[src/pcg_pkg.sv]
// peripheral clock gating: shared constants, register map and types
// assumes a single 200 MHz peripheral clock and an APB register master
package pcg_pkg;

	////////////////////////////////////////////////////////////////////
	// bus shape
	localparam int          REG_W    = 32;
	localparam int          NUM_REGS = 5;
	localparam int          APB_AW   = 8;
	localparam int          SEL_W    = 6;

	// register byte offsets
	localparam logic [7:0]  OFS_GATE1 = 8'h00;
	localparam logic [7:0]  OFS_GATE2 = 8'h04;
	localparam logic [7:0]  OFS_GATE3 = 8'h08;
	localparam logic [7:0]  OFS_GATE4 = 8'h0C;
	localparam logic [7:0]  OFS_GATE5 = 8'h10;

	// field positions
	localparam int          ADC_BIT      = 0;
	localparam int          VREF_BIT     = 12;
	localparam int          CMP1_BIT     = 0;
	localparam int          CMP2_BIT     = 1;
	localparam int          CAPTURE_LSB  = 0;
	localparam int          COMPOUT_LSB  = 16;
	localparam int          TIMER_LSB    = 0;
	localparam int          SERIAL1_BIT  = 0;
	localparam int          SERIAL2_BIT  = 1;
	localparam int          UNIT_COUNT   = 9;

	// reset value and implemented-bit masks
	localparam logic [31:0] GATE_RST   = 32'h0000_0000;
	localparam logic [31:0] MASK_GATE1 = 32'h0000_1001;
	localparam logic [31:0] MASK_GATE2 = 32'h0000_0003;
	localparam logic [31:0] MASK_GATE3 = 32'h01FF_01FF;
	localparam logic [31:0] MASK_GATE4 = 32'h0000_01FF;
	localparam logic [31:0] MASK_GATE5 = 32'h0000_0003;

	// flat peripheral numbering on the gate outputs
	localparam int          NUM_PERIPH = 33;
	localparam int          PID_ADC    = 0;
	localparam int          PID_VREF   = 1;
	localparam int          PID_CMP1   = 2;
	localparam int          PID_CMP2   = 3;
	localparam int          PID_CAP0   = 4;
	localparam int          PID_OCMP0  = 13;
	localparam int          PID_TMR0   = 22;
	localparam int          PID_SER1   = 31;
	localparam int          PID_SER2   = 32;

	// register slave phase
	typedef enum logic [0:0] {
		APB_IDLE   = 1'b0,
		APB_ACCESS = 1'b1
	} pcg_apb_st_t;

	typedef logic [NUM_REGS-1:0][REG_W-1:0] pcg_gate_bank_t;

endpackage : pcg_pkg

[src/pcg_gate_map.sv]
// pcg_gate_map: spreads the disable registers onto one bit per peripheral
// assumes register bits already masked to the implemented positions
`timescale 1ns/10ps
`default_nettype none
module pcg_gate_map
	import pcg_pkg::*;
(
	input  wire pcg_pkg::pcg_gate_bank_t         gateRegs,
	output logic [pcg_pkg::NUM_PERIPH-1:0]       disableVec
);
	import pcg_pkg::*;

	////////////////////////////////////////////////////////////////////
	// single bits of registers 1, 2 and 5
	assign disableVec[PID_ADC]  = gateRegs[0][ADC_BIT];
	assign disableVec[PID_VREF] = gateRegs[0][VREF_BIT];
	assign disableVec[PID_CMP1] = gateRegs[1][CMP1_BIT];
	assign disableVec[PID_CMP2] = gateRegs[1][CMP2_BIT];
	assign disableVec[PID_SER1] = gateRegs[4][SERIAL1_BIT];
	assign disableVec[PID_SER2] = gateRegs[4][SERIAL2_BIT];

	// nine-unit groups, unit order follows bit order
	for (genvar u = 0; u < UNIT_COUNT; u++) begin : g_units
		assign disableVec[PID_CAP0 + u]  = gateRegs[2][CAPTURE_LSB + u];
		assign disableVec[PID_OCMP0 + u] = gateRegs[2][COMPOUT_LSB + u];
		assign disableVec[PID_TMR0 + u]  = gateRegs[3][TIMER_LSB + u];
	end

endmodule : pcg_gate_map
`default_nettype wire

[src/pcg_clk_en_cell.sv]
// pcg_clk_en_cell: registered clock enable for one peripheral
// assumes the peripheral gates its own clock tree on this level
`timescale 1ns/10ps
`default_nettype none
module pcg_clk_en_cell (
	input  wire logic clk,
	input  wire logic rst,
	input  wire logic disableIn,
	output logic      clkEn
);
	typedef struct packed {
		logic en;
	} pcg_cell_st_t;

	pcg_cell_st_t st_r;
	pcg_cell_st_t st_nxt;

	////////////////////////////////////////////////////////////////////
	// enable is the inverse of the disable bit, one cycle later
	always_comb begin
		st_nxt    = st_r;
		st_nxt.en = ~disableIn;
	end

	// reset leaves the peripheral clocked
	always_ff @(posedge clk or posedge rst) begin
		if (rst) begin
			st_r <= '{en: 1'b1};
		end else begin
			st_r <= st_nxt;
		end
	end

	assign clkEn = st_r.en;

endmodule : pcg_clk_en_cell
`default_nettype wire

[src/pcg_top.sv]
// pcg_top: peripheral disable registers on APB, clock enables and
// an access filter in front of the peripherals' own registers
// assumes APB master and peripheral bus on clk; no pin inputs
`timescale 1ns/10ps
`default_nettype none
module pcg_top
	import pcg_pkg::*;
#(
	parameter int ADDR_W = APB_AW
) (
	input  wire logic                          clk,
	input  wire logic                          rst,
	// register bus
	input  wire logic                          psel,
	input  wire logic                          penable,
	input  wire logic                          pwrite,
	input  wire logic [ADDR_W-1:0]             paddr,
	input  wire logic [pcg_pkg::REG_W-1:0]     pwdata,
	input  wire logic [3:0]                    pstrb,
	output logic [pcg_pkg::REG_W-1:0]          prdata,
	output logic                               pready,
	output logic                               pslverr,
	// peripheral register access from the core side
	input  wire logic                          accReq,
	input  wire logic                          accWrite,
	input  wire logic [pcg_pkg::SEL_W-1:0]     accSel,
	input  wire logic [7:0]                    accAddr,
	input  wire logic [pcg_pkg::REG_W-1:0]     accWdata,
	input  wire logic [pcg_pkg::REG_W-1:0]     accRdataIn,
	// forwarded access towards the peripherals
	output logic                               fwdWrite,
	output logic                               fwdRead,
	output logic [pcg_pkg::SEL_W-1:0]          fwdSel,
	output logic [7:0]                         fwdAddr,
	output logic [pcg_pkg::REG_W-1:0]          fwdWdata,
	output logic [pcg_pkg::REG_W-1:0]          accRdata,
	output logic                               accRvalid,
	output logic                               accBlocked,
	// per-peripheral gate state
	output logic [pcg_pkg::NUM_PERIPH-1:0]     periphClkEn,
	output logic [pcg_pkg::NUM_PERIPH-1:0]     periphDisable
);
	import pcg_pkg::*;

	////////////////////////////////////////////////////////////////////
	// elaboration checks

	if (ADDR_W < 5) begin : g_bad_aw
		$error("pcg_top: ADDR_W too small for the register map");
	end
	if ((1 << SEL_W) < NUM_PERIPH) begin : g_bad_sel
		$error("pcg_top: SEL_W cannot number every peripheral");
	end

	////////////////////////////////////////////////////////////////////
	// decode helpers

	// word index of a byte address, NUM_REGS when unmapped or misaligned
	function automatic logic [2:0] regIndex(input logic [ADDR_W-1:0] a);
		logic [7:0] ofs;
		ofs = 8'(a);
		if (a != ADDR_W'(ofs) || ofs[1:0] != 2'b00) begin
			return 3'(NUM_REGS);
		end
		unique case (ofs)
			OFS_GATE1: return 3'd0;
			OFS_GATE2: return 3'd1;
			OFS_GATE3: return 3'd2;
			OFS_GATE4: return 3'd3;
			OFS_GATE5: return 3'd4;
			default:   return 3'(NUM_REGS);
		endcase
	endfunction : regIndex

	// implemented bits of each register
	function automatic logic [REG_W-1:0] regMask(input logic [2:0] idx);
		unique case (idx)
			3'd0:    return MASK_GATE1;
			3'd1:    return MASK_GATE2;
			3'd2:    return MASK_GATE3;
			3'd3:    return MASK_GATE4;
			3'd4:    return MASK_GATE5;
			default: return 32'h0000_0000;
		endcase
	endfunction : regMask

	// byte-lane merge of a write into the old value
	function automatic logic [REG_W-1:0] laneMerge(
		input logic [REG_W-1:0] oldVal,
		input logic [REG_W-1:0] newVal,
		input logic [3:0]       strb
	);
		logic [REG_W-1:0] res;
		res = oldVal;
		for (int b = 0; b < 4; b++) begin
			if (strb[b]) begin
				res[8*b +: 8] = newVal[8*b +: 8];
			end
		end
		return res;
	endfunction : laneMerge

	////////////////////////////////////////////////////////////////////
	// state

	typedef struct packed {
		pcg_gate_bank_t   gate;
		pcg_apb_st_t      apbSt;
		logic [2:0]       wrIdx;
		logic [REG_W-1:0] prdata;
		logic             pready;
		logic             pslverr;
		logic             fwdWrite;
		logic             fwdRead;
		logic [SEL_W-1:0] fwdSel;
		logic [7:0]       fwdAddr;
		logic [REG_W-1:0] fwdWdata;
		logic             rdPend;
		logic [SEL_W-1:0] rdSel;
		logic [REG_W-1:0] accRdata;
		logic             accRvalid;
		logic             accBlocked;
	} pcg_top_st_t;

	pcg_top_st_t             st_r;
	pcg_top_st_t             st_nxt;
	logic [NUM_PERIPH-1:0]   disVec;
	logic                    selOff;
	logic                    pendOff;
	logic [2:0]              setupIdx;

	////////////////////////////////////////////////////////////////////
	// disable bit map and clock enable cells

	pcg_gate_map u_map (
		.gateRegs   (st_r.gate),
		.disableVec (disVec)
	);

	for (genvar p = 0; p < NUM_PERIPH; p++) begin : g_cells
		pcg_clk_en_cell u_cell (
			.clk       (clk),
			.rst       (rst),
			.disableIn (disVec[p]),
			.clkEn     (periphClkEn[p])
		);
	end

	// selects beyond the peripheral count are treated as disabled
	assign selOff   = (32'(accSel) >= NUM_PERIPH) ? 1'b1 : disVec[accSel];
	assign pendOff  = (32'(st_r.rdSel) >= NUM_PERIPH) ? 1'b1 : disVec[st_r.rdSel];
	assign setupIdx = regIndex(paddr);

	////////////////////////////////////////////////////////////////////
	// next state

	always_comb begin
		st_nxt = st_r;

		// register slave: answer in the first access cycle
		st_nxt.pready = 1'b0;
		unique case (st_r.apbSt)
			APB_IDLE: begin
				if (psel && !penable) begin
					st_nxt.apbSt   = APB_ACCESS;
					st_nxt.pready  = 1'b1;
					st_nxt.wrIdx   = setupIdx;
					st_nxt.pslverr = (setupIdx == 3'(NUM_REGS));
					st_nxt.prdata  = 32'h0000_0000;
					if (!pwrite && setupIdx != 3'(NUM_REGS)) begin
						st_nxt.prdata = st_r.gate[setupIdx];
					end
				end
			end
			APB_ACCESS: begin
				// write lands at the edge that samples pready high
				if (psel && penable && pwrite && !st_r.pslverr) begin
					st_nxt.gate[st_r.wrIdx] =
						laneMerge(st_r.gate[st_r.wrIdx], pwdata, pstrb)
						& regMask(st_r.wrIdx);
				end
				st_nxt.apbSt   = APB_IDLE;
				st_nxt.pslverr = 1'b0;
				st_nxt.prdata  = 32'h0000_0000;
			end
		endcase

		// peripheral access filter, one cycle to forward
		st_nxt.fwdWrite   = 1'b0;
		st_nxt.fwdRead    = 1'b0;
		st_nxt.accBlocked = 1'b0;
		st_nxt.rdPend     = 1'b0;
		if (accReq) begin
			st_nxt.fwdSel  = accSel;
			st_nxt.fwdAddr = accAddr;
			if (selOff) begin
				// no strobe reaches a stopped peripheral
				st_nxt.accBlocked = 1'b1;
			end else begin
				st_nxt.fwdWrite = accWrite;
				st_nxt.fwdRead  = !accWrite;
			end
			if (accWrite) begin
				st_nxt.fwdWdata = accWdata;
			end else begin
				st_nxt.rdPend = 1'b1;
				st_nxt.rdSel  = accSel;
			end
		end

		// read answer one cycle after forwarding; zero when stopped
		st_nxt.accRvalid = st_r.rdPend;
		st_nxt.accRdata  = 32'h0000_0000;
		if (st_r.rdPend && !pendOff) begin
			st_nxt.accRdata = accRdataIn;
		end
	end

	////////////////////////////////////////////////////////////////////
	// state register; all gate bits clear on reset

	always_ff @(posedge clk or posedge rst) begin
		if (rst) begin
			st_r            <= '0;
			st_r.gate       <= {NUM_REGS{GATE_RST}};
			st_r.apbSt      <= APB_IDLE;
			st_r.wrIdx      <= 3'(NUM_REGS);
		end else begin
			st_r <= st_nxt;
		end
	end

	////////////////////////////////////////////////////////////////////
	// outputs

	assign prdata        = st_r.prdata;
	assign pready        = st_r.pready;
	assign pslverr       = st_r.pslverr;
	assign fwdWrite      = st_r.fwdWrite;
	assign fwdRead       = st_r.fwdRead;
	assign fwdSel        = st_r.fwdSel;
	assign fwdAddr       = st_r.fwdAddr;
	assign fwdWdata      = st_r.fwdWdata;
	assign accRdata      = st_r.accRdata;
	assign accRvalid     = st_r.accRvalid;
	assign accBlocked    = st_r.accBlocked;
	assign periphDisable = disVec;

	////////////////////////////////////////////////////////////////////
	// checks

	a_reset_clear: assert property (
		@(posedge clk) disable iff (rst)
		$fell(rst) |-> (st_r.gate == '0) && (&periphClkEn))
		else $error("gate bits not clear after reset");

	a_clock_stop: assert property (
		@(posedge clk) disable iff (rst)
		$stable(disVec) |=> (periphClkEn == ~$past(disVec)))
		else $error("clock enable disagrees with disable bit");

	a_write_lands: assert property (
		@(posedge clk) disable iff (rst)
		(psel && penable && pready && pwrite && !pslverr
			&& pstrb == 4'hF && paddr == ADDR_W'(OFS_GATE4))
		|=> st_r.gate[3] == ($past(pwdata) & MASK_GATE4))
		else $error("register write did not land");

	a_unused_zero: assert property (
		@(posedge clk) disable iff (rst)
		((st_r.gate[0] & ~MASK_GATE1) == '0)
		&& ((st_r.gate[2] & ~MASK_GATE3) == '0)
		&& ((st_r.gate[4] & ~MASK_GATE5) == '0))
		else $error("unlisted gate bit set");

	a_apb_answer: assert property (
		@(posedge clk) disable iff (rst)
		(psel && !penable) |=> pready ##1 !pready)
		else $error("register slave answer not one cycle");

	a_block_write: assert property (
		@(posedge clk) disable iff (rst)
		(accReq && accWrite && selOff) |=> accBlocked && !fwdWrite)
		else $error("write reached a disabled peripheral");

	a_pass_write: assert property (
		@(posedge clk) disable iff (rst)
		(accReq && accWrite && !selOff)
		|=> fwdWrite && fwdWdata == $past(accWdata) && !accBlocked)
		else $error("write to enabled peripheral lost");

	a_read_zero: assert property (
		@(posedge clk) disable iff (rst)
		(st_r.rdPend && pendOff) |=> accRvalid && accRdata == '0)
		else $error("disabled read returned data");

	a_map_vref: assert property (
		@(posedge clk) disable iff (rst)
		periphDisable[PID_VREF] == st_r.gate[0][VREF_BIT])
		else $error("vref gate bit misplaced");

	a_map_compout: assert property (
		@(posedge clk) disable iff (rst)
		periphDisable[PID_OCMP0+8] == st_r.gate[2][COMPOUT_LSB+8])
		else $error("compare output gate bit misplaced");

	a_map_timer: assert property (
		@(posedge clk) disable iff (rst)
		periphDisable[PID_TMR0+8] == st_r.gate[3][TIMER_LSB+8])
		else $error("timer gate bit misplaced");

	a_map_serial: assert property (
		@(posedge clk) disable iff (rst)
		periphDisable[PID_SER2] == st_r.gate[4][SERIAL2_BIT]
		&& periphDisable[PID_CMP2] == st_r.gate[1][CMP2_BIT])
		else $error("serial or comparator gate bit misplaced");

	a_map_capture: assert property (
		@(posedge clk) disable iff (rst)
		periphDisable[PID_CAP0+8] == st_r.gate[2][CAPTURE_LSB+8])
		else $error("capture gate bit misplaced");

	a_block_read: assert property (
		@(posedge clk) disable iff (rst)
		(accReq && !accWrite && selOff) |=> accBlocked && !fwdRead)
		else $error("read reached a disabled peripheral");

	a_pass_read: assert property (
		@(posedge clk) disable iff (rst)
		(st_r.rdPend && !pendOff) |=> accRvalid && accRdata == $past(accRdataIn))
		else $error("read from enabled peripheral lost");

	a_bad_addr: assert property (
		@(posedge clk) disable iff (rst)
		(psel && !penable && setupIdx == 3'(NUM_REGS)) |=> pready && pslverr && prdata == '0)
		else $error("unmapped address not refused");

	a_map_adc: assert property (
		@(posedge clk) disable iff (rst)
		periphDisable[PID_ADC] == st_r.gate[0][ADC_BIT]
		&& periphDisable[PID_CMP1] == st_r.gate[1][CMP1_BIT])
		else $error("adc or comparator gate bit misplaced");

	// software ordering of on bits (and usb idle) is the caller's duty;
	// this block cannot see a peripheral's own on bit

endmodule : pcg_top
`default_nettype wire

[config.mk]
export PLATFORM = sky130hd
export DESIGN_NAME = pcg_top
export DESIGN_NICKNAME = d
export VERILOG_FILES = /design/src/pcg_pkg.sv /design/src/pcg_gate_map.sv /design/src/pcg_clk_en_cell.sv /design/src/pcg_top.sv
export SDC_FILE = /design/constraint.sdc
export NUM_CORES = 1
export LEC_CHECK = 0
export BUFFER_PORTS_ARGS = -buffer_cell sky130_fd_sc_hd__buf_2
export CAP_MARGIN = 0
export CORE_AREA = 2 2 145 147
export DETAILED_ROUTE_END_ITERATION = 8
export DIE_AREA = 0 0 147 149
export GPL_TIMING_DRIVEN = 0
export PLACE_DENSITY = 0.95
export SLEW_MARGIN = 20
export SYNTH_ARGS = -nofsm -noshare
export SYNTH_HDL_FRONTEND = slang
export SYNTH_SLANG_ARGS = --single-unit
[constraint.sdc]
create_clock -name clk -period 22.5 [get_ports clk]
set_input_delay 4.5 -clock clk [delete_from_list [all_inputs] [get_ports clk]]
set_output_delay 4.5 -clock clk [all_outputs]
set_load 0.005 [all_outputs]
==> results of run 1 <==
## sequential cells by signal, indices dropped and copies added, names as in the netlist
| signal | flops |
|---|---|
| st_r | 105 |
| g_cells.u_cell.clkEn | 33 |
| accRdata | 32 |
| fwdWdata | 32 |
| prdata | 19 |
| fwdAddr | 8 |
| fwdSel | 6 |
| accBlocked | 1 |
| accRvalid | 1 |
| fwdRead | 1 |
| fwdWrite | 1 |
| pslverr | 1 |
| st_nxt | 1 |
## per-layer routing
layer,up-vias,wire [um],share of wire (%),GRT usage [%]
met5,-,0,0,0
met4,0,854,3.0,7.60
met3,78,2080,7.4,4.04
met2,385,14600,52,45.9
met1,4012,10500,38,30.6
li1,3717,-,-,-
## power breakdown
group / switching [mW] / internal, mW
clock: 0.162 / 0.232
sequential: 0.00973 / 0.451
combinational: 0.0488 / 0.0582
total: 0.221 / 0.742
## cells by family after synthesis
| kind of cell | Yosys count |
|---|---|
| other | 1 |
| AO/OA/AOI/OAI | 105 |
| AND/OR/NAND/NOR | 209 |
| buffers and inverters | 259 |
| multiplexers | 154 |
| flip-flops | 241 |
## cells in the final DEF (no fill, tap or decap), types with 8 or more instances in the layout
| cell | netlist | layout |
|---|---|---|
| a22oi_1 | 26 | 26 |
| clkbuf_16 | 0 | 25 |
| and2_1 | 94 | 94 |
| clkbuf_1 | 26 | 35 |
| inv_1 | 40 | 39 |
| nor2b_1 | 8 | 8 |
| mux2_2 | 85 | 85 |
| buf_2 | 7 | 286 |
| a21oi_1 | 8 | 8 |
| mux2i_1 | 54 | 54 |
| buf_4 | 178 | 178 |
| nand2_1 | 54 | 54 |
| o21ai_0 | 32 | 32 |
| dfstp_2 | 35 | 35 |
| mux4_2 | 12 | 12 |
| o21ai_1 | 8 | 8 |
| nor2_1 | 18 | 18 |
| conb_1 | 1 | 13 |
| dfrtp_1 | 206 | 206 |
## layout make-up
type / count / area share [%]
Clock buffer: 39 / 5.19
Tap cell: 275 / 2.45
Buffer: 219 / 10.8
Multi-Input combinational cell: 481 / 26.4
Clock inverter: 5 / 0.374
Timing Repair Buffer: 281 / 10.3
Sequential cell: 241 / 43.3
Inverter: 40 / 1.12
## worst register-to-register path, stage by stage, from the launching register on
cell and delay [ps]:
dfstp_2 380, clkbuf_1 210, nor3_1 710, nand2_1 430, clkbuf_1 330, and2_1 240
## through the flow
step                      hold slack, ps  power (mW)
after floorplan                      354       0.533
after global placement               373       0.569
after detailed placement             376       0.575
after CTS                            391       0.968
after global routing                 411       0.998
final                                385       0.962
## path summary, 6_finish.rpt
check	slack (ps)	endpoint	cells after the start
min reg2reg	380	accRvalid	0
min in group asynchronous	4050	accRdata[10]	2
min	380	accRvalid	0
max in group asynchronous	17250	st_r[125]	4
max	16550	prdata[2]	7
max reg2reg	20090	st_r[135]	5
==> metrics.txt, run 1 <==
status=complete, no violations; cts hold-fix bufs=0; YS warnings=0; Worst Tran Pin Value=around 860 ps; FF+latch area=about 0.006 sq mm; First-pass DRT Iterations=5; drt first-iter violations=489; Max-cap violations=0; HP Start=st_nxt[1]; post-synthesis mux area share=~16%; Fmax achieved=approximately 170 MHz; input/output buffers=279; non-filler cells, final=1581; vias in the first global route=8112; Final nets=approximately 1400; initial antenna violation count=0; area grow syn2layout=23.1%; R2R Path Start=st_r[123]; Synth area leaders=dfrtp_1, buf_4, mux2_2, dfstp_2, and2_1; VDD IR max=about 53 uV; Hold Path Class=register to register; CORE AREA=0.0206 sq mm; Yosys top cell area share=45.2%; DR vias=8192; RSZ-0062 raised after global routing=no; Synth Flop Type=dfrtp_1; largest family of logic cells by synthesized area=multiplexers; Clock Tree Root=clkbuf_16; sequential share of the synthesized area=a little over half; Cell variety after synth=54; cell family contributing the most delay on the critical path=simple AND/OR/NAND/NOR gates; Post-synth top cells=dfrtp_1, buf_4, and2_1; CP peak stage delay=about 440 ps; CTS Sinks=241; CTS tree=done; DRT Wirelength=28000 um; clock latency on the worst-skew pair=520 ps; CP Buf/Inv Count=2; Placer Congestion=0.881; deepest clock path buffer count=3; Post-Syn Area per Cell=between 10 and 15 sq um; setup bufs post-CTS=0; Tcrit/Tclk final=roughly a quarter; placed cells=1537; die height=149 um; Leak=roughly 7.2 nW; worst path arrival time=6380 ps; fin worst setup slack=roughly 17000 ps; area occupied by multi-input gates=roughly 0.0037 sq mm; GRT Util Overall=25.0%; worst path required time=22930 ps; I/O pin cnt=around 310; CP Capture Type=register; ys async rst share=100%; startpoint types=input pin; drt wl/cell=17.7 um; FP Rows=53; Via density=5.18; Placement Setup Slack=16040 ps; total gr overflow=0; cell taking the most area after synthesis=dfrtp_1; power density cells=68.6 mW/mm^2; Starting Density=between 50% and 60%; Synth Area in Compound Gates=between 6 and 7%; DRC viols=0; Simple-Gate Fraction of Synth Area=10.1%; Post-Synth Adder-Cell Area=0%; total CTS buffers=24; CP max-delay cell=nand2_1; Layout Utilization=68.3%; most common cell in the netlist=dfrtp_1; critical path launch point=paddr[5]; crit path kind=input pin to register; clk slew on worst S/H paths=60 ps; fill cell count=1411; proportion of layout cells with a drive suffix above 1=slightly below 50%; crit path cell chain=buf_2, nor4_2, nand2_1, buf_4, mux2i_1, mux2_2, o21ai_1; Post-CTS Resized=0; Post-synth EDFFs=0; die area=approximately 0.022 sq mm; H-tree levels=1; Post-Synth XOR/XNOR Area=0%; antenna viol nets, final=0; Synth Instances=969; Crit Path Max Fanout=10; first-pass GRT wire length=43200 um; Slew Limit Fails=0; register bit total from synthesis=241; post-route minimum period=5950 ps; Hold Fails Final Rpt=0; Final setup viols=0; die width=approximately 150 um; design area=0.0140 sq mm; # diodes=0; DP HPWL=20800 um; Placement Cell Area=0.0133 sq mm; clk_skew=17.9 ps; mapped cell area=0.0114 sq mm; largest net degree at the start of global routing=92; Rel. slew slack=between 40% and 50%; Post-Route Setup TNS=0 ps
(Power assumes the default switching activity.)
==> run 2, diff against run 1 <==
- CORE_AREA: 2 2 145 147 -> 2 2 158 160
- DIE_AREA: 0 0 147 149 -> 0 0 160 162
- PLACE_DENSITY: 0.95 -> 0.88
- clock period: 22.5 -> 5.4 ns (I/O delays scaled with it)
==> run 2 against run 1 <==
Sequential share of layout area fell by 0.64 points. Non-clock buffer count is 5 higher. Register-to-register slack worse by 17000 ps. First-iteration DRC count is 7.6% lower. Utilization shrank 9.2 points. Setup slack got worse by 14000 ps. Sequential power rose to 4.2 times the previous value. Hold slack improved by 8.7 ps. Die area rose by 18%. Power increased to 4.3 times the previous value. Highest routed layer is now met5.
==> metrics.txt, run 2 (same netlist as run 1, synthesis figures left out) <==
status=complete, no violations; fill cell count=1949 (+38%); proportion of layout cells with a drive suffix above 1=49.6% (+0.46 points); deepest clock path buffer count=3 (unchanged); register with the most flip-flops=st_r; CORE AREA=0.0241 sq mm (+17%); CTS tree=done; power density cells=288 mW/mm^2 (+320%); post-route minimum period=2620 ps; drt first-iter violations=452 (-7.6%); RSZ-0062 raised after global routing=no; Leak=7.30 nW (+1.0%); DP HPWL=21700 um (+4.1%); Rel. slew slack=42.6% (+0.20 points); WHS=393 ps (+8.70 ps); Crit Path Max Fanout=10 (unchanged); Hold Fails Final Rpt=0 (unchanged); area grow syn2layout=24.9%; Slew Limit Fails=0 (unchanged); Placement Cell Area=0.0134 sq mm (+1.1%); Worst Tran Pin Value=854 ps (-3.04 ps); max reg flops=105 (unchanged); first-pass GRT wire length=45000 um (+4.0%); Final Power=4.11 mW (+330%); total CTS buffers=25 (+4.2%); GRT Util Overall=21.9% (-3.1 points); startpoint types=input pin; Fmax achieved=382 MHz; largest net degree at the start of global routing=37 (-60%); H-tree levels=1 (unchanged); crit path cell chain=buf_2, nor4_2, nand2_1, buf_4, mux2i_1, mux2_2, o21ai_1; DRT Wirelength=28500 um (+1.8%); VDD IR max=172 uV (+220%); Hold Path Class=register to register; Tcrit/Tclk final=48.4%; Via density=4.92 (-5.0%); clk slew on worst S/H paths=60 ps (about the same); worst path required time=5780 ps (-17150 ps); vias in the first global route=8300 (+2.3%); CTS Sinks=241 (unchanged); First-pass DRT Iterations=8 (+3); design area=0.0142 sq mm (+1.5%); antenna viol nets, final=0 (unchanged); Max-cap violations=0 (unchanged); crit path kind=input pin to register; Final nets=1423 (+0.42%); initial antenna violation count=1 (+1); # diodes=0 (unchanged); die height=162 um (+8.7%); I/O pin cnt=311 (unchanged); Clock Tree Root=clkbuf_16; CP Capture Type=register; CP max-delay cell=nand2_1; CP peak stage delay=470 ps (+30 ps); Final setup viols=0 (unchanged); DRC viols=0 (unchanged); commonest non-fill, non-tap cell in the layout=buf_2; drt wl/cell=17.5 um (-1.6%); Post-CTS Resized=0 (unchanged); input/output buffers=279 (unchanged); die area=0.0259 sq mm (+18%); clock latency on the worst-skew pair=520 ps (about the same); FP Rows=57 (+7.5%); worst path arrival time=2990 ps (-3390 ps); setup bufs post-CTS=0 (unchanged); die width=160 um (+8.8%); clk_skew=11.9 ps (-6.05 ps); total gr overflow=0 (unchanged); DR vias=8050 (-1.7%); most frequent cells in the layout=buf_2, dfrtp_1, buf_4, and2_1, mux2_2; cts hold-fix bufs=0 (unchanged); Starting Density=47.3% (-8.2 points); Placer Congestion=0.866 (-1.7%)
==> run 2: changes by cell type in the layout (fill, tap and decap cells not counted), sizes merged <==
cell    previous run  this run
buf              474       479
bufinv             1         2
clkinv             3         4
inv               40        39
==> run 2: final timing paths <==
check,cells after the start,endpoint,slack [ps],startpoint
max,7,prdata[6],2780,paddr[5]
min,0,accRvalid,390,st_nxt[1]
max reg2reg,5,st_r[144],2910,st_r[123]
min reg2reg,0,accRvalid,390,st_nxt[1]
max in group asynchronous,5,g_cells[21].u_cell.clkEn,3710,rst
min in group asynchronous,2,accRdata[24],640,rst
==> run 2: layout make-up <==
class / instances / area, sq um / share of cell area [%]
multi-input combinational: 481 / 3700 / 26.0
sequential: 241 / 6070 / 42.6
clock inverter: 6 / 83.8 / 0.588
tap: 324 / 405 / 2.85
timing repair buffer: 286 / 1540 / 10.8
clock buffer: 39 / 758 / 5.32
inverter: 40 / 154 / 1.08
buffer: 219 / 1520 / 10.7
==> run 2: through the flow <==
stage	setup slack (ps)	utilization (%)	instances	setup TNS [ps]
after floorplan	1190	-	981	0
after global placement	-92.6	55.0	1584	-14600
after detailed placement	2300	55.6	1591	0
after CTS	2840	59.1	1636	0
after global routing	2690	59.1	1636	0
final	2780	59.1	1636	0
==> run 2: report_power, final <==
group          switching [mW]  leakage (nW)  total (mW)  internal [mW]
registers              0.0391          3.12        1.92           1.88
logic                   0.203          3.77       0.452          0.249
clock network           0.680         0.417        1.74           1.06
total                   0.922          7.30        4.11           3.18
==> run 2: worst max-delay path: cells and delay by family <==
| family | cells | cell delay [ps] |
|---|---|---|
| AO/OA/AOI/OAI | 1 | 60 |
| multiplexers | 2 | 520 |
| buffers and inverters | 2 | 490 |
| AND/OR/NAND/NOR | 2 | 840 |
==> run 2: per-layer routing <==
metal,vias up,part of all wire [%],global-route usage (%)
met1,3912,39,26.1
met5,-,0.046,0
met2,338,51,39.2
met4,2,3.1,7.82
met3,71,6.9,4.65
li1,3727,-,-
==> run 3, diff against run 2 <==
- ABC_AREA: not set -> 1
- CORE_AREA: 2 2 158 160 -> 2 2 153 155
- DIE_AREA: 0 0 160 162 -> 0 0 155 157
- PLACE_DENSITY: 0.88 -> 0.92
- clock period: 5.4 -> 2.5 ns (I/O delays scaled with it)
==> run 3 against run 2 <==
First-iteration DRC count is 140% higher. Non-clock buffer count rose by 17. Synthesized cell count increased by 50%. Critical endpoint is now st_r[192].
==> metrics.txt, run 3 <==
status=complete, no violations; input/output buffers=282 (+1.1%); Cell variety after synth=32 (-41%); Placer Congestion=0.934 (+7.9%); die height=157 um (-3.1%); area grow syn2layout=22.4%; ys async rst share=100% (unchanged); vias in the first global route=10200 (+23%); H-tree levels=1 (unchanged); DRC viols=0 (unchanged); CP Capture Type=register; Post-Syn Area per Cell=8.30 sq um (-29%); max reg flops=105 (unchanged); CORE AREA=0.0225 sq mm (-6.6%); worst path arrival time=2440 ps (-550 ps); most common cell in the netlist=nand2_1; Synth Flop Type=dfrtp_1; startpoint types=register; Crit Path Max Fanout=10 (unchanged); Final nets=1908 (+34%); mapped cell area=0.0121 sq mm (+5.7%); clock latency on the worst-skew pair=530 ps (about the same); Synth area leaders=dfrtp_1, buf_4, nand2_1, dfstp_2, nor2_1; Yosys top cell area share=42.8% (-2.4 points); CP Buf/Inv Count=2 (unchanged); DR vias=10600 (+31%); drt first-iter violations=1064 (+140%); cell taking the most area after synthesis=dfrtp_1; crit path cell chain=inv_1, nand3_1, buf_2, o22ai_1, o31ai_1, o21ai_0; Fmax achieved=484 MHz; fill cell count=1766 (-9.4%); Layout Utilization=65.6% (+6.5 points); die area=0.0243 sq mm (-6.1%); non-filler cells, final=2082 (+27%); Leak=8.24 nW (+13%); Hold Path Class=input pin to asynchronous set/reset pin; CP peak stage delay=580 ps (+110 ps); WHS=118 ps (-275 ps); total CTS buffers=24 (-4.0%); Max-cap violations=0 (unchanged); largest net degree at the start of global routing=38 (+2.7%); cell family contributing the most delay on the critical path=compound AO/OA/AOI/OAI gates; clk_skew=20.8 ps (+8.92 ps); YS warnings=0 (unchanged); VDD IR max=363 uV (+110%); worst path required time=2870 ps (-2910 ps); Via density=5.08 (+3.3%); Rel. slew slack=49.7% (+7.0 points); crit path kind=register to register; CTS tree=done; RSZ-0062 raised after global routing=no; Slew Limit Fails=0 (unchanged); register with the most flip-flops=st_r; first-pass GRT wire length=52800 um (+17%); Final Power=9.53 mW (+130%); die width=155 um (-3.1%); placed cells=2038 (+28%); Post-synth top cells=nand2_1, dfrtp_1, buf_4; post-route minimum period=2070 ps; total gr overflow=0 (unchanged); Hold Fails Final Rpt=0 (unchanged); Final setup viols=0 (unchanged); Post-CTS Resized=0 (unchanged); Post-synth EDFFs=0 (unchanged); deepest clock path buffer count=3 (unchanged); CTS Sinks=241 (unchanged); antenna viol nets, final=0 (unchanged); clk slew on worst S/H paths=60 ps (about the same); Tcrit/Tclk final=between 80% and 90%; First-pass DRT Iterations=6 (-2); sequential share of the synthesized area=50.4% (-2.9 points); cts hold-fix bufs=0 (unchanged); FP Rows=55 (-3.5%); DP HPWL=26300 um (+21%); I/O pin cnt=311 (unchanged); CP max-delay cell=o31ai_1; commonest non-fill, non-tap cell in the layout=nand2_1; fin worst setup slack=432 ps (-2350 ps); setup bufs post-CTS=0 (unchanged); register bit total from synthesis=241 (unchanged); Worst Tran Pin Value=754 ps (-101 ps); Starting Density=53.6% (+6.2 points); GRT Util Overall=27.5% (+5.7 points); most frequent cells in the layout=nand2_1, buf_2, dfrtp_1, buf_4, nor2_1; DRT Wirelength=34200 um (+20%); power density cells=646 mW/mm^2 (+120%); drt wl/cell=16.4 um (-5.9%); proportion of layout cells with a drive suffix above 1=34.4% (-15 points); Placement Setup Slack=384 ps (-1920 ps); Clock Tree Root=clkbuf_16; Synth Instances=1452 (+50%); initial antenna violation count=2 (+1)
==> run 3: cell types whose count changed after synthesis, sizes merged, moves of 23 or more <==
cell,before,now
a21oi,8,31
and2,95,0
mux2,88,32
nand3,6,59
nand2,54,352
nor2,19,187
mux2i,54,0
nand4,1,26
o21ai,40,73
inv,40,177
a22oi,26,1
==> run 3: worst paths after layout <==
check                          startpoint           end  slack [ps]  depth (start not counted)
hold / removal                        rst     st_r[209]         120                          2
max in group asynchronous             rst  fwdWdata[19]        1360                          5
setup / recovery                st_r[125]     st_r[192]         430                          6
min in group clk           accRdataIn[31]  accRdata[31]         190                          3
hold reg to reg                 st_nxt[1]     accRvalid         380                          0
setup reg to reg                st_r[125]     st_r[192]         430                          6
==> run 3: logic make-up (layout without fill, tap and decap cells) <==
logic type,after synthesis,count (layout),synth area share (%)
AND/OR/NAND/NOR,626,626,21.1
buffers and inverters,411,743,18.9
flip-flops,241,241,50.4
AO/OA/AOI/OAI,141,141,6.63
multiplexers,32,32,2.99
other,1,14,0.0311
==> run 3: worst reg2reg max path, cell delays in order (launching register included) <==
cell     delay (ps)
dfstp_2         540
inv_1           100
nand3_1         130
buf_2           290
o22ai_1         120
o31ai_1         580
o21ai_0         150
==> run 3: area by class of cell <==
| type | instances | area [sq um] | share of cell area, % |
|---|---|---|---|
| antenna | 1 | 2.50 | 0.0170 |
| multi-input combinational | 812 | 3750 | 25.4 |
| buffer | 233 | 1610 | 10.9 |
| timing repair buffer | 289 | 1570 | 10.6 |
| clock inverter | 6 | 46.3 | 0.314 |
| inverter | 178 | 672 | 4.55 |
| tap | 285 | 357 | 2.42 |
| sequential | 241 | 6070 | 41.2 |
| clock buffer | 37 | 679 | 4.61 |
==> run 3: routing by layer <==
layer / wire length [um] / global-route usage, % / vias up / share of wire (%)
met2: 16800 / 48.5 / 585 / 49
met4: 1770 / 13.4 / 2 / 5.2
li1: - / - / 4972 / -
met3: 3000 / 5.34 / 128 / 8.8
met5: 12 / 0 / - / 0.035
met1: 12600 / 32.4 / 4896 / 37
==> run 3: metrics by stage <==
| stage | TNS, ps | cell area (sq um) |
|---|---|---|
| after floorplan | -244440 | 12100 |
| after global placement | -520960 | 13900 |
| after detailed placement | 0 | 14000 |
| after CTS | 0 | 14700 |
| after global routing | 0 | 14800 |
| final | 0 | 14800 |
==> run 3: power by group <==
group	switching, mW	total (mW)	leakage, nW	internal [mW]
Clock	1.47	3.34	0.348	1.87
Combinational	0.913	1.67	5.05	0.753
Sequential	0.244	4.52	2.84	4.28
Total	2.62	9.53	8.24	6.90
